### src/shared/dee_consts.vh
// data eeprom access controller: shared offsets, field positions, reset values
// assumes inclusion by bare name from the design files
`ifndef DEE_CONSTS_VH
`define DEE_CONSTS_VH

// register byte offsets on the ahb-lite slave
`define DEE_CSR_OFS        12'h020
`define DEE_IRQ_STAT_OFS   12'h024
`define DEE_IRQ_MASK_OFS   12'h028
// eeprom area: byte i sits in the low lane of word (base + 4*i)
`define DEE_AREA_BASE      12'h400
`define DEE_AREA_LAST      12'h7fc

// control/status fields
`define DEE_CSR_PGM_BIT    0
`define DEE_CSR_LAT_BIT    1
`define DEE_CSR_RESET      8'h00

// interrupt status fields
`define DEE_IRQ_DONE_BIT   0
`define DEE_IRQ_ACCERR_BIT 1
`define DEE_IRQ_ABORT_BIT  2
`define DEE_IRQ_RESET      3'h0

// programming cycle: time in ns and clock rate in mhz
`define DEE_PROG_TIME_NS   5000000
`define DEE_CLK_MHZ        250
`define DEE_PROG_CYCLES    ((`DEE_PROG_TIME_NS * `DEE_CLK_MHZ) / 1000)

// erased cell and cleared latch value
`define DEE_ERASED_BYTE    8'hff

`endif

### src/hw/dee_ctrl.v
// data eeprom access controller: ahb-lite slave, row latches, program timing,
// wait/halt handling, read-out protection and a maskable interrupt
// assumes one clock, ahb-lite single word transfers, option bit from outside
// limitation: hsize is not decoded, every access is taken as one word
//
// Contract
// - read mode returns stored bytes like rom
// - write mode captures writes in 32 latches
// - program start writes latched bytes to row
// - hardware times the programming cycle itself
// - program bit reads one while busy
// - latch bit cleared at end, guarded clear
// - latches cleared at end or latch falling
// - read in latch mode returns no data
// - write in read mode is ignored
// - wait entered after running cycle completes
// - halt aborts programming immediately
// - clearing program bit mid-cycle aborts it
// - protection blocks external read and rewrite
// - protection removal erases everything first
// - control register resets zero, upper bits zero
// - protection comes only from option bit
//
// The AHB-Lite register port is this design's own decision.
`timescale 1ns/1ps
`default_nettype none
`include "dee_consts.vh"

module dee_ctrl #(
	parameter PROG_CYCLES = `DEE_PROG_CYCLES,
	parameter NCOLS       = 32
) (
	input  wire        clk_in,
	input  wire        resetn_in,
	input  wire        hsel_in,
	input  wire [11:0] haddr_in,
	input  wire [1:0]  htrans_in,
	input  wire        hwrite_in,
	input  wire [2:0]  hsize_in,
	input  wire [31:0] hwdata_in,
	input  wire        hready_in,
	output reg  [31:0] hrdata_out,
	output wire        hreadyout_out,
	output wire        hresp_out,
	input  wire        ext_access_in,
	input  wire        read_protect_option_in,
	input  wire        wait_for_interrupt_instr_in,
	input  wire        active_halt_in,
	input  wire        halt_instr_in,
	input  wire        wakeup_in,
	output wire        wait_state_out,
	output wire        halt_state_out,
	output reg         prog_mem_erase_out,
	output wire        irq_out
);
	// address phase capture
	reg        dp_valid_q;
	reg        dp_write_q;
	reg        dp_ext_q;
	reg [11:0] dp_addr_q;
	reg        rd_wait_q;
	// control/status and interrupt state
	reg        lat_q;
	reg        pgm_q;
	reg [2:0]  irq_stat_q;
	reg [2:0]  irq_mask_q;
	reg        wait_req_q;
	reg        halt_q;
	reg        rp_prev_q;
	reg        erase_q;
	// row latches
	reg [NCOLS*8-1:0] latch_data_q;
	reg [NCOLS-1:0]   latch_valid_q;
	reg [2:0]         row_q;

	wire       start;
	wire       abort;
	wire       busy;
	wire       done;
	wire [7:0] cell_rd;
	wire [7:0] byte_idx;
	// reset image of the control/status register
	localparam [7:0] CSR_RST = `DEE_CSR_RESET;

	// 1 when an address falls inside the eeprom window
	function in_area;
		input [11:0] a;
		begin
			in_area = (a >= `DEE_AREA_BASE) && (a <= `DEE_AREA_LAST);
		end
	endfunction

	// byte index of an eeprom window word address
	function [7:0] area_idx;
		input [11:0] a;
		begin
			area_idx = a[9:2];
		end
	endfunction

	// ahb-lite: okay always, one wait state on reads only
	assign hresp_out     = 1'b0;
	assign hreadyout_out = !rd_wait_q;
	assign byte_idx      = area_idx(dp_addr_q);

	// a read is served once, in its single wait cycle
	wire addr_phase = hsel_in && htrans_in[1] && hready_in;
	wire wr_phase   = dp_valid_q && dp_write_q;
	wire rd_phase   = dp_valid_q && !dp_write_q && rd_wait_q;
	// external access is locked out while the option bit protects
	wire locked     = read_protect_option_in && dp_ext_q;

	// data phase capture: a read holds hreadyout low for one cycle
	// so the cell array and control bits settle before hrdata
	always @(posedge clk_in or negedge resetn_in)
	begin
		if (!resetn_in)
		begin
			dp_valid_q <= 1'b0;
			dp_write_q <= 1'b0;
			dp_ext_q   <= 1'b0;
			dp_addr_q  <= 12'h000;
			rd_wait_q  <= 1'b0;
		end
		else
		begin
			if (hreadyout_out)
			begin
				dp_valid_q <= addr_phase;
				dp_write_q <= hwrite_in;
				dp_ext_q   <= ext_access_in;
				dp_addr_q  <= haddr_in;
				rd_wait_q  <= addr_phase && !hwrite_in;
			end
			else
			begin
				rd_wait_q  <= 1'b0;
				dp_valid_q <= 1'b0;
			end
		end
	end

	// register writes decoded in the write data phase
	// hwdata is only valid in the data phase, never decode it earlier
	wire csr_wr    = wr_phase && !locked && dp_addr_q == `DEE_CSR_OFS;
	wire stat_wr   = wr_phase && dp_addr_q == `DEE_IRQ_STAT_OFS;
	wire mask_wr   = wr_phase && dp_addr_q == `DEE_IRQ_MASK_OFS;
	wire area_wr   = wr_phase && in_area(dp_addr_q);
	wire area_rd   = rd_phase && in_area(dp_addr_q);
	wire new_pgm   = hwdata_in[`DEE_CSR_PGM_BIT];
	wire new_lat   = hwdata_in[`DEE_CSR_LAT_BIT];
	// latch write accepted only in write mode, idle, unlocked, not halted
	wire latch_wr  = area_wr && lat_q && !busy && !locked && !halt_q;
	// access error: area write in read mode or area read in write mode
	wire acc_err   = (area_wr && !lat_q) || (area_rd && lat_q);

	// start needs latch mode already set and no cycle running
	assign start = csr_wr && new_pgm && !pgm_q && lat_q && !halt_q;
	// abort on halt entry or software clearing the busy bit
	// protection erase stops the timer too, so no row lands
	// on a freshly wiped array
	assign abort = busy && (halt_instr_in || erase_q || (csr_wr && !new_pgm));

	// latch bit falls on software clear, end of cycle, or protection erase
	// a software clear is refused while the program bit stands
	wire lat_fall = lat_q && (done || erase_q || (csr_wr && !new_lat && !pgm_q));

	// control/status bits
	// end of cycle and abort win over a new start in the same cycle
	always @(posedge clk_in or negedge resetn_in)
	begin
		if (!resetn_in)
		begin
			lat_q <= CSR_RST[`DEE_CSR_LAT_BIT];
			pgm_q <= CSR_RST[`DEE_CSR_PGM_BIT];
		end
		else
		begin
			if (lat_fall)
				lat_q <= 1'b0;
			else if (csr_wr && new_lat)
				lat_q <= 1'b1;
			if (done || abort || erase_q)
				pgm_q <= 1'b0;
			else if (start)
				pgm_q <= 1'b1;
		end
	end

	// row latches: and-accumulate, cleared at end of cycle or latch fall
	// cleared bytes hold the erased value so a write and-accumulates
	genvar c;
	generate
		for (c = 0; c < NCOLS; c = c + 1)
		begin : g_latch
			always @(posedge clk_in or negedge resetn_in)
			begin
				if (!resetn_in)
				begin
					latch_data_q[c*8 +: 8] <= `DEE_ERASED_BYTE;
					latch_valid_q[c]       <= 1'b0;
				end
				else if (done || lat_fall)
				begin
					latch_data_q[c*8 +: 8] <= `DEE_ERASED_BYTE;
					latch_valid_q[c]       <= 1'b0;
				end
				else if (latch_wr && byte_idx[4:0] == c)
				begin
					latch_data_q[c*8 +: 8] <= latch_data_q[c*8 +: 8] & hwdata_in[7:0];
					latch_valid_q[c]       <= 1'b1;
				end
			end
		end
	endgenerate

	// row of the most recent latched write
	always @(posedge clk_in or negedge resetn_in)
	begin
		if (!resetn_in)
			row_q <= 3'h0;
		else if (latch_wr)
			row_q <= byte_idx[7:5];
	end

	// internal programming timer
	// 32-bit counter so any programming length fits
	dee_prog_timer #(
		.CYCLES (PROG_CYCLES),
		.W      (32)
	) u_timer (
		.clk_in    (clk_in),
		.resetn_in (resetn_in),
		.start_in  (start),
		.abort_in  (abort),
		.busy_out  (busy),
		.done_out  (done)
	);

	// cell array: row program at cycle end, full erase on protection removal
	// only columns written since the last clear are masked in
	dee_cells #(
		.ROWS (8),
		.COLS (NCOLS)
	) u_cells (
		.clk_in       (clk_in),
		.wr_en_in     (done),
		.wr_row_in    (row_q),
		.wr_mask_in   (latch_valid_q),
		.wr_data_in   (latch_data_q),
		.erase_all_in (erase_q),
		.rd_addr_in   (byte_idx),
		.rd_data_out  (cell_rd)
	);

	// option bit removal: one-cycle erase of eeprom and program memory
	// the program memory erase itself is done outside, on this strobe
	always @(posedge clk_in or negedge resetn_in)
	begin
		if (!resetn_in)
		begin
			rp_prev_q          <= 1'b0;
			erase_q            <= 1'b0;
			prog_mem_erase_out <= 1'b0;
		end
		else
		begin
			rp_prev_q          <= read_protect_option_in;
			erase_q            <= rp_prev_q && !read_protect_option_in;
			prog_mem_erase_out <= rp_prev_q && !read_protect_option_in;
		end
	end

	// power saving: wait deferred while busy, halt immediate
	// a wait request taken during a cycle is held until busy falls
	always @(posedge clk_in or negedge resetn_in)
	begin
		if (!resetn_in)
		begin
			wait_req_q <= 1'b0;
			halt_q     <= 1'b0;
		end
		else
		begin
			if (wakeup_in)
				wait_req_q <= 1'b0;
			else if (wait_for_interrupt_instr_in || active_halt_in)
				wait_req_q <= 1'b1;
			if (wakeup_in)
				halt_q <= 1'b0;
			else if (halt_instr_in)
				halt_q <= 1'b1;
		end
	end

	assign wait_state_out = wait_req_q && !busy;
	assign halt_state_out = halt_q;

	// sticky events: set wins over write-one-to-clear
	// bit 0 done, bit 1 access error, bit 2 aborted cycle
	wire [2:0] irq_set;
	assign irq_set[`DEE_IRQ_DONE_BIT]   = done;
	assign irq_set[`DEE_IRQ_ACCERR_BIT] = acc_err;
	assign irq_set[`DEE_IRQ_ABORT_BIT]  = abort;

	always @(posedge clk_in or negedge resetn_in)
	begin
		if (!resetn_in)
		begin
			irq_stat_q <= `DEE_IRQ_RESET;
			irq_mask_q <= `DEE_IRQ_RESET;
		end
		else
		begin
			irq_stat_q <= (irq_stat_q & ~(stat_wr ? hwdata_in[2:0] : 3'h0)) | irq_set;
			if (mask_wr)
				irq_mask_q <= hwdata_in[2:0];
		end
	end

	assign irq_out = |(irq_stat_q & irq_mask_q);

	// read data registered in the read wait cycle
	// latched bytes never reach the bus: area reads in write mode give 0
	always @(posedge clk_in or negedge resetn_in)
	begin
		if (!resetn_in)
			hrdata_out <= 32'h0000_0000;
		else if (rd_phase)
		begin
			if (dp_addr_q == `DEE_CSR_OFS)
				hrdata_out <= {30'h0, lat_q, pgm_q | busy};
			else if (dp_addr_q == `DEE_IRQ_STAT_OFS)
				hrdata_out <= {29'h0, irq_stat_q};
			else if (dp_addr_q == `DEE_IRQ_MASK_OFS)
				hrdata_out <= {29'h0, irq_mask_q};
			else if (in_area(dp_addr_q) && !lat_q && !locked)
				hrdata_out <= {24'h00_0000, cell_rd};
			else
				hrdata_out <= 32'h0000_0000;
		end
	end
endmodule
`default_nettype wire

### src/hw/dee_cells.v
// data eeprom cell array: 256 bytes, one row-wide masked write port
// assumes writes and erase come from the controller on the same clock
`timescale 1ns/1ps
`default_nettype none
`include "dee_consts.vh"

module dee_cells #(
	parameter ROWS = 8,
	parameter COLS = 32
) (
	input  wire                 clk_in,
	input  wire                 wr_en_in,
	input  wire [2:0]           wr_row_in,
	input  wire [COLS-1:0]      wr_mask_in,
	input  wire [COLS*8-1:0]    wr_data_in,
	input  wire                 erase_all_in,
	input  wire [7:0]           rd_addr_in,
	output wire [7:0]           rd_data_out
);
	reg [7:0] mem [0:ROWS*COLS-1];
	integer   i;

	// cell content is not reset: it is non-volatile
	assign rd_data_out = mem[rd_addr_in];

	// full erase wins over a row program
	always @(posedge clk_in)
	begin
		for (i = 0; i < ROWS*COLS; i = i + 1)
		begin
			if (erase_all_in)
				mem[i] <= `DEE_ERASED_BYTE;
			else if (wr_en_in && wr_row_in == i[7:5] && wr_mask_in[i % COLS])
				mem[i] <= wr_data_in[(i % COLS)*8 +: 8];
		end
	end
endmodule
`default_nettype wire

### src/hw/dee_prog_timer.v
// programming cycle timer: busy for exactly CYCLES clocks after a start
// assumes start is a one-cycle pulse given only while idle
`timescale 1ns/1ps
`default_nettype none

module dee_prog_timer #(
	parameter CYCLES = 1250000,
	parameter W      = 21
) (
	input  wire clk_in,
	input  wire resetn_in,
	input  wire start_in,
	input  wire abort_in,
	output wire busy_out,
	output wire done_out
);
	reg [W-1:0] cnt_q;

	assign busy_out = (cnt_q != {W{1'b0}});
	assign done_out = (cnt_q == {{(W-1){1'b0}}, 1'b1}) && !abort_in;

	// loads the length, counts down to zero, abort stops at once
	always @(posedge clk_in or negedge resetn_in)
	begin
		if (!resetn_in)
			cnt_q <= {W{1'b0}};
		else if (abort_in)
			cnt_q <= {W{1'b0}};
		else if (start_in)
			cnt_q <= CYCLES[W-1:0];
		else if (busy_out)
			cnt_q <= cnt_q - {{(W-1){1'b0}}, 1'b1};
	end
endmodule
`default_nettype wire

### config.mk
export PLATFORM = sky130hd
export DESIGN_NAME = dee_ctrl
export DESIGN_NICKNAME = d
export VERILOG_FILES = /design/src/hw/dee_ctrl.v /design/src/hw/dee_cells.v /design/src/hw/dee_prog_timer.v
export VERILOG_INCLUDE_DIRS = /design/src /design/src/shared
export SDC_FILE = /design/constraint.sdc
export NUM_CORES = 2
export LEC_CHECK = 0
export BUFFER_PORTS_ARGS = -buffer_cell sky130_fd_sc_hd__clkbuf_2
export CORE_MARGIN = 1.5
export CORE_UTILIZATION = 52
export CTS_BUF_LIST = sky130_fd_sc_hd__clkbuf_4 sky130_fd_sc_hd__clkbuf_8
export CTS_CLUSTER_SIZE = 14
export DETAILED_ROUTE_END_ITERATION = 8
export MAX_ROUTING_LAYER = met4
export PLACE_DENSITY_LB_ADDON = 0.05
export SYNTH_ARGS = -nofsm -noshare
export SYNTH_HDL_FRONTEND = slang
export SYNTH_HIERARCHICAL = 1
export SYNTH_SLANG_ARGS = --single-unit
### constraint.sdc
create_clock -name clk_in -period 6.8 [get_ports clk_in]
set_clock_uncertainty 0.05 [all_clocks]
set_input_delay 2.04 -clock clk_in [delete_from_list [all_inputs] [get_ports clk_in]]
set_output_delay 2.04 -clock clk_in [all_outputs]
set_load 0.02 [all_outputs]
==> metrics.md <==
| Metric | Value |
|---|---|
| Status | `complete, no violations` |
| Layout cells sized above 1 | `23.25%` |
| Combinational Power Share | `11.4%` |
| Switching power | `9.269 mW` |
| Seq/Total Area, Yosys | `66.17%` |
| Hold_sp | `rp_prev_q$_DFF_PN0_` |
| Internal | `26.48 mW` |
| Final Hold Vio Count | `0` |
| Initial antenna violation count | `18` |
| # DRC | `0` |
| VDD IR max | `0.0003479 V` |
| Setup-failing EPs final | `0` |
| Global-route wire length before repair | `541000 µm` |
| RR Startpoint | `u_timer/cnt_q[14]$_DFFE_PN0P_` |
| Post-CTS Hold Buffers | `0` |
| Vias per Instance | `6.528` |
| Number of synthesized register bits | `2407` |
| Rel. slew slack | `7.694%` |
| Die Area | `208500 µm²` |
| H-tree depth | `5` |
| Most frequent cells in the layout | `nand2_1 (2374), edfxtp_1 (2048), clkbuf_8 (455)` |
| Final Instance Area | `117900 µm²` |
| # clock sinks | `2407` |
| Starting density of the core | `52.30%` |
| CP startpoint kind | `flop` |
| Worst Path Arrival | `3.89 ns` |
| Async S/R FF share, synth | `14.91%` |
| Hold WC Path Type | `reg -> reg` |
| TritonCTS clock tree | `yes` |
| Fmax achieved | `0.1671 GHz` |
| Die Wd | `456.6 µm` |
| Chip Height | `456.6 µm` |
| Critical Path Fanout Max | `15` |
| Flop2flop setup slack | `0.88 ns` |
| Via count | `71250` |
| Net Sw Frac | `25.93%` |
| Placed inst area | `109700 µm²` |
| Cell Rows | `166` |
| Ranking of synthesized cells by area | `edfxtp_1 (57%), mux4_2 (9.1%), nand2_1 (8.3%)` |
| Period utilization | `87.98%` |
| Clock power share | `36.6%` |
| Ys flop type | `edfxtp_1` |
| Total GRT Usage | `39.12%` |
| WL final | `399700 µm` |
| Smallest hold slack | `0.4104 ns` |
| Post-Syn Area | `107000 µm²` |
| Post-DP HPWL | `263900 µm` |
| GP Congestion | `1.064` |
| Synth warn | `6` |
| Final #Nets | `7959` |
| Resize count post-CTS | `0` |
| Setup TNS | `0 ns` |
| Post-synth top area share | `57.47%` |
| Post-synth EDFFs | `2048` |
| Largest area contributor in the netlist | `edfxtp_1` |
| LEAKAGE | `41.92 nW` |
| Vias in the first global route | `66990` |
| Clk slew on worst S/H paths | `0.06 ns` |
| WL per Instance | `36.62 µm` |
| CP startpoint | `u_timer/cnt_q[14]$_DFFE_PN0P_` |
| PD cells | `303.3 nW/µm²` |
| Layout area overhead | `10.17%` |
| Final core occ | `57.62%` |
| Post-route ant nets | `0` |
| 1st-iter DRT viols | `10820` |
| Port Buf Inserts | `44` |
| Slew Viols, Final | `0` |
| Commonest non-fill, non-tap cell in the layout | `nand2_1` |
| Sequential share of power | `52.0%` |
| Root Driver | `clkbuf_8` |
| Clock buffer depth | `4` |
| Pre-Repair DR Iteration Count | `6` |
| Largest net degree at the start of global routing | `193` |
| Worst setup EP type | `output pin` |
| Max-cap violations | `0` |
| Min Tclk post-route | `5.983 ns` |
| Clock insertion delay at the later pin of the skew report | `1.18 ns` |
| Worst-margin pin slew | `1.376 ns` |
| Synth Instances | `7985` |
| Yosys cell types | `88` |
| # IOs | `98` |
| RSZ-0062 raised after global routing | `false` |
| Core area | `204600 µm²` |
| GRT Residual Overflow | `0` |
| Worst setup path category | `reg -> out` |
| TritonCTS Buffers | `414` |
| Post-Syn Area per Cell | `13.40 µm²` |
| CP required | `4.71 ns` |
| Post-CTS Setup Bufs | `0` |
## final cells by class
cell class              count  area (µm²)
diodes                      8       20.02
multi-input cells        4673       32330
inverters                  21       81.33
fillers                 16650       86690
clock inverters           104       504.2
flip-flops and latches   2407       70820
clock buffers             634        7606
repair buffers            380        3166
well taps                2688        3363
## critical path, cell delays in order, from the launching register on
cell	delay [ns]
dfrtp_1	0.40
nor4_1	0.74
nand4_2	0.49
nor3_4	0.58
inv_4	0.21
nor2b_1	0.17
clkbuf_2	0.19
## per-layer routing
metal / GRT usage, % / wire (µm) / vias to the layer above
met1: 53.52 / 154400 / 36920
met3: 9.687 / 48960 / 720
met5: - / 0 / -
li1: - / - / 28910
met2: 56.09 / 177600 / 4703
met4: 16.35 / 18790 / 0
## path summary, 6_finish.rpt
kind	to	cells past startpoint
min in group asynchronous	u_timer/cnt_q[25]$_DFFE_PN0P_	1
max in group asynchronous	latch_valid_q[29]$_DFFE_PN0P_	2
hold / removal	erase_q$_DFF_PN0_	1
hold reg to reg	erase_q$_DFF_PN0_	1
setup / recovery	wait_state_out	6
setup reg to reg	u_cells/mem[30][0]$_SDFFCE_PN1P_	14
## stage by stage
step	setup slack [ns]	power (mW)	std cells
floorplan	1.499	21.34	8009
global placement	1.208	22.72	10170
detailed placement	1.081	22.86	10170
CTS	0.8478	35.78	10910
global route	0.5139	36.91	10910
finish	0.8171	35.75	10920
## registers in the layout, summed over array words and instances, names as in the netlist, 8 cells and up
name           cells
dp_addr_q         12
hrdata_out         8
latch_data_q     256
latch_valid_q     32
u_cells/mem     2048
u_timer/cnt_q     32
## kinds of logic (layout without fill, tap and decap cells)
family / after synthesis / after routing / share of synthesized area, %
XOR/XNOR: 11 / 11 / 0.09003
AO/OA/AOI/OAI: 1025 / 1025 / 6.956
AND/OR/NAND/NOR: 2994 / 2994 / 11.84
other: 1 / 33 / 0.003504
adder cells (fa/ha/maj): 2 / 2 / 0.02338
multiplexers: 616 / 616 / 10.84
buffers and inverters: 929 / 1139 / 4.083
flip-flops: 2407 / 2407 / 66.17
## power groups by stage
stage / Sequential (mW) / Clock (mW) / Combinational [mW]
final: 18.6 / 13.1 / 4.09
after global routing: 18.7 / 13.8 / 4.35
after CTS: 18.6 / 13.2 / 4.01
after detailed placement: 18.9 / 0 / 4.00
after global placement: 18.8 / 0 / 3.94
after floorplan: 18.6 / 0 / 2.75
## synth_stat cells (all sizes together), types with 20 or more instances
master,count
clkbuf,445
edfxtp,2048
nor3,42
o22ai,20
nor2b,280
a21oi,102
nand3,41
o221ai,46
a21o,267
o21a,32
o31ai,94
nor4,44
nand4,34
o21ai,113
nor2,88
a22oi,162
o41ai,94
mux2,21
a221oi,31
dfrtp,103
buf,463
mux2i,163
mux4,432
inv,21
nand2,2375
dfstp,256
No activity file was read; power rests on OpenSTA's default activity.
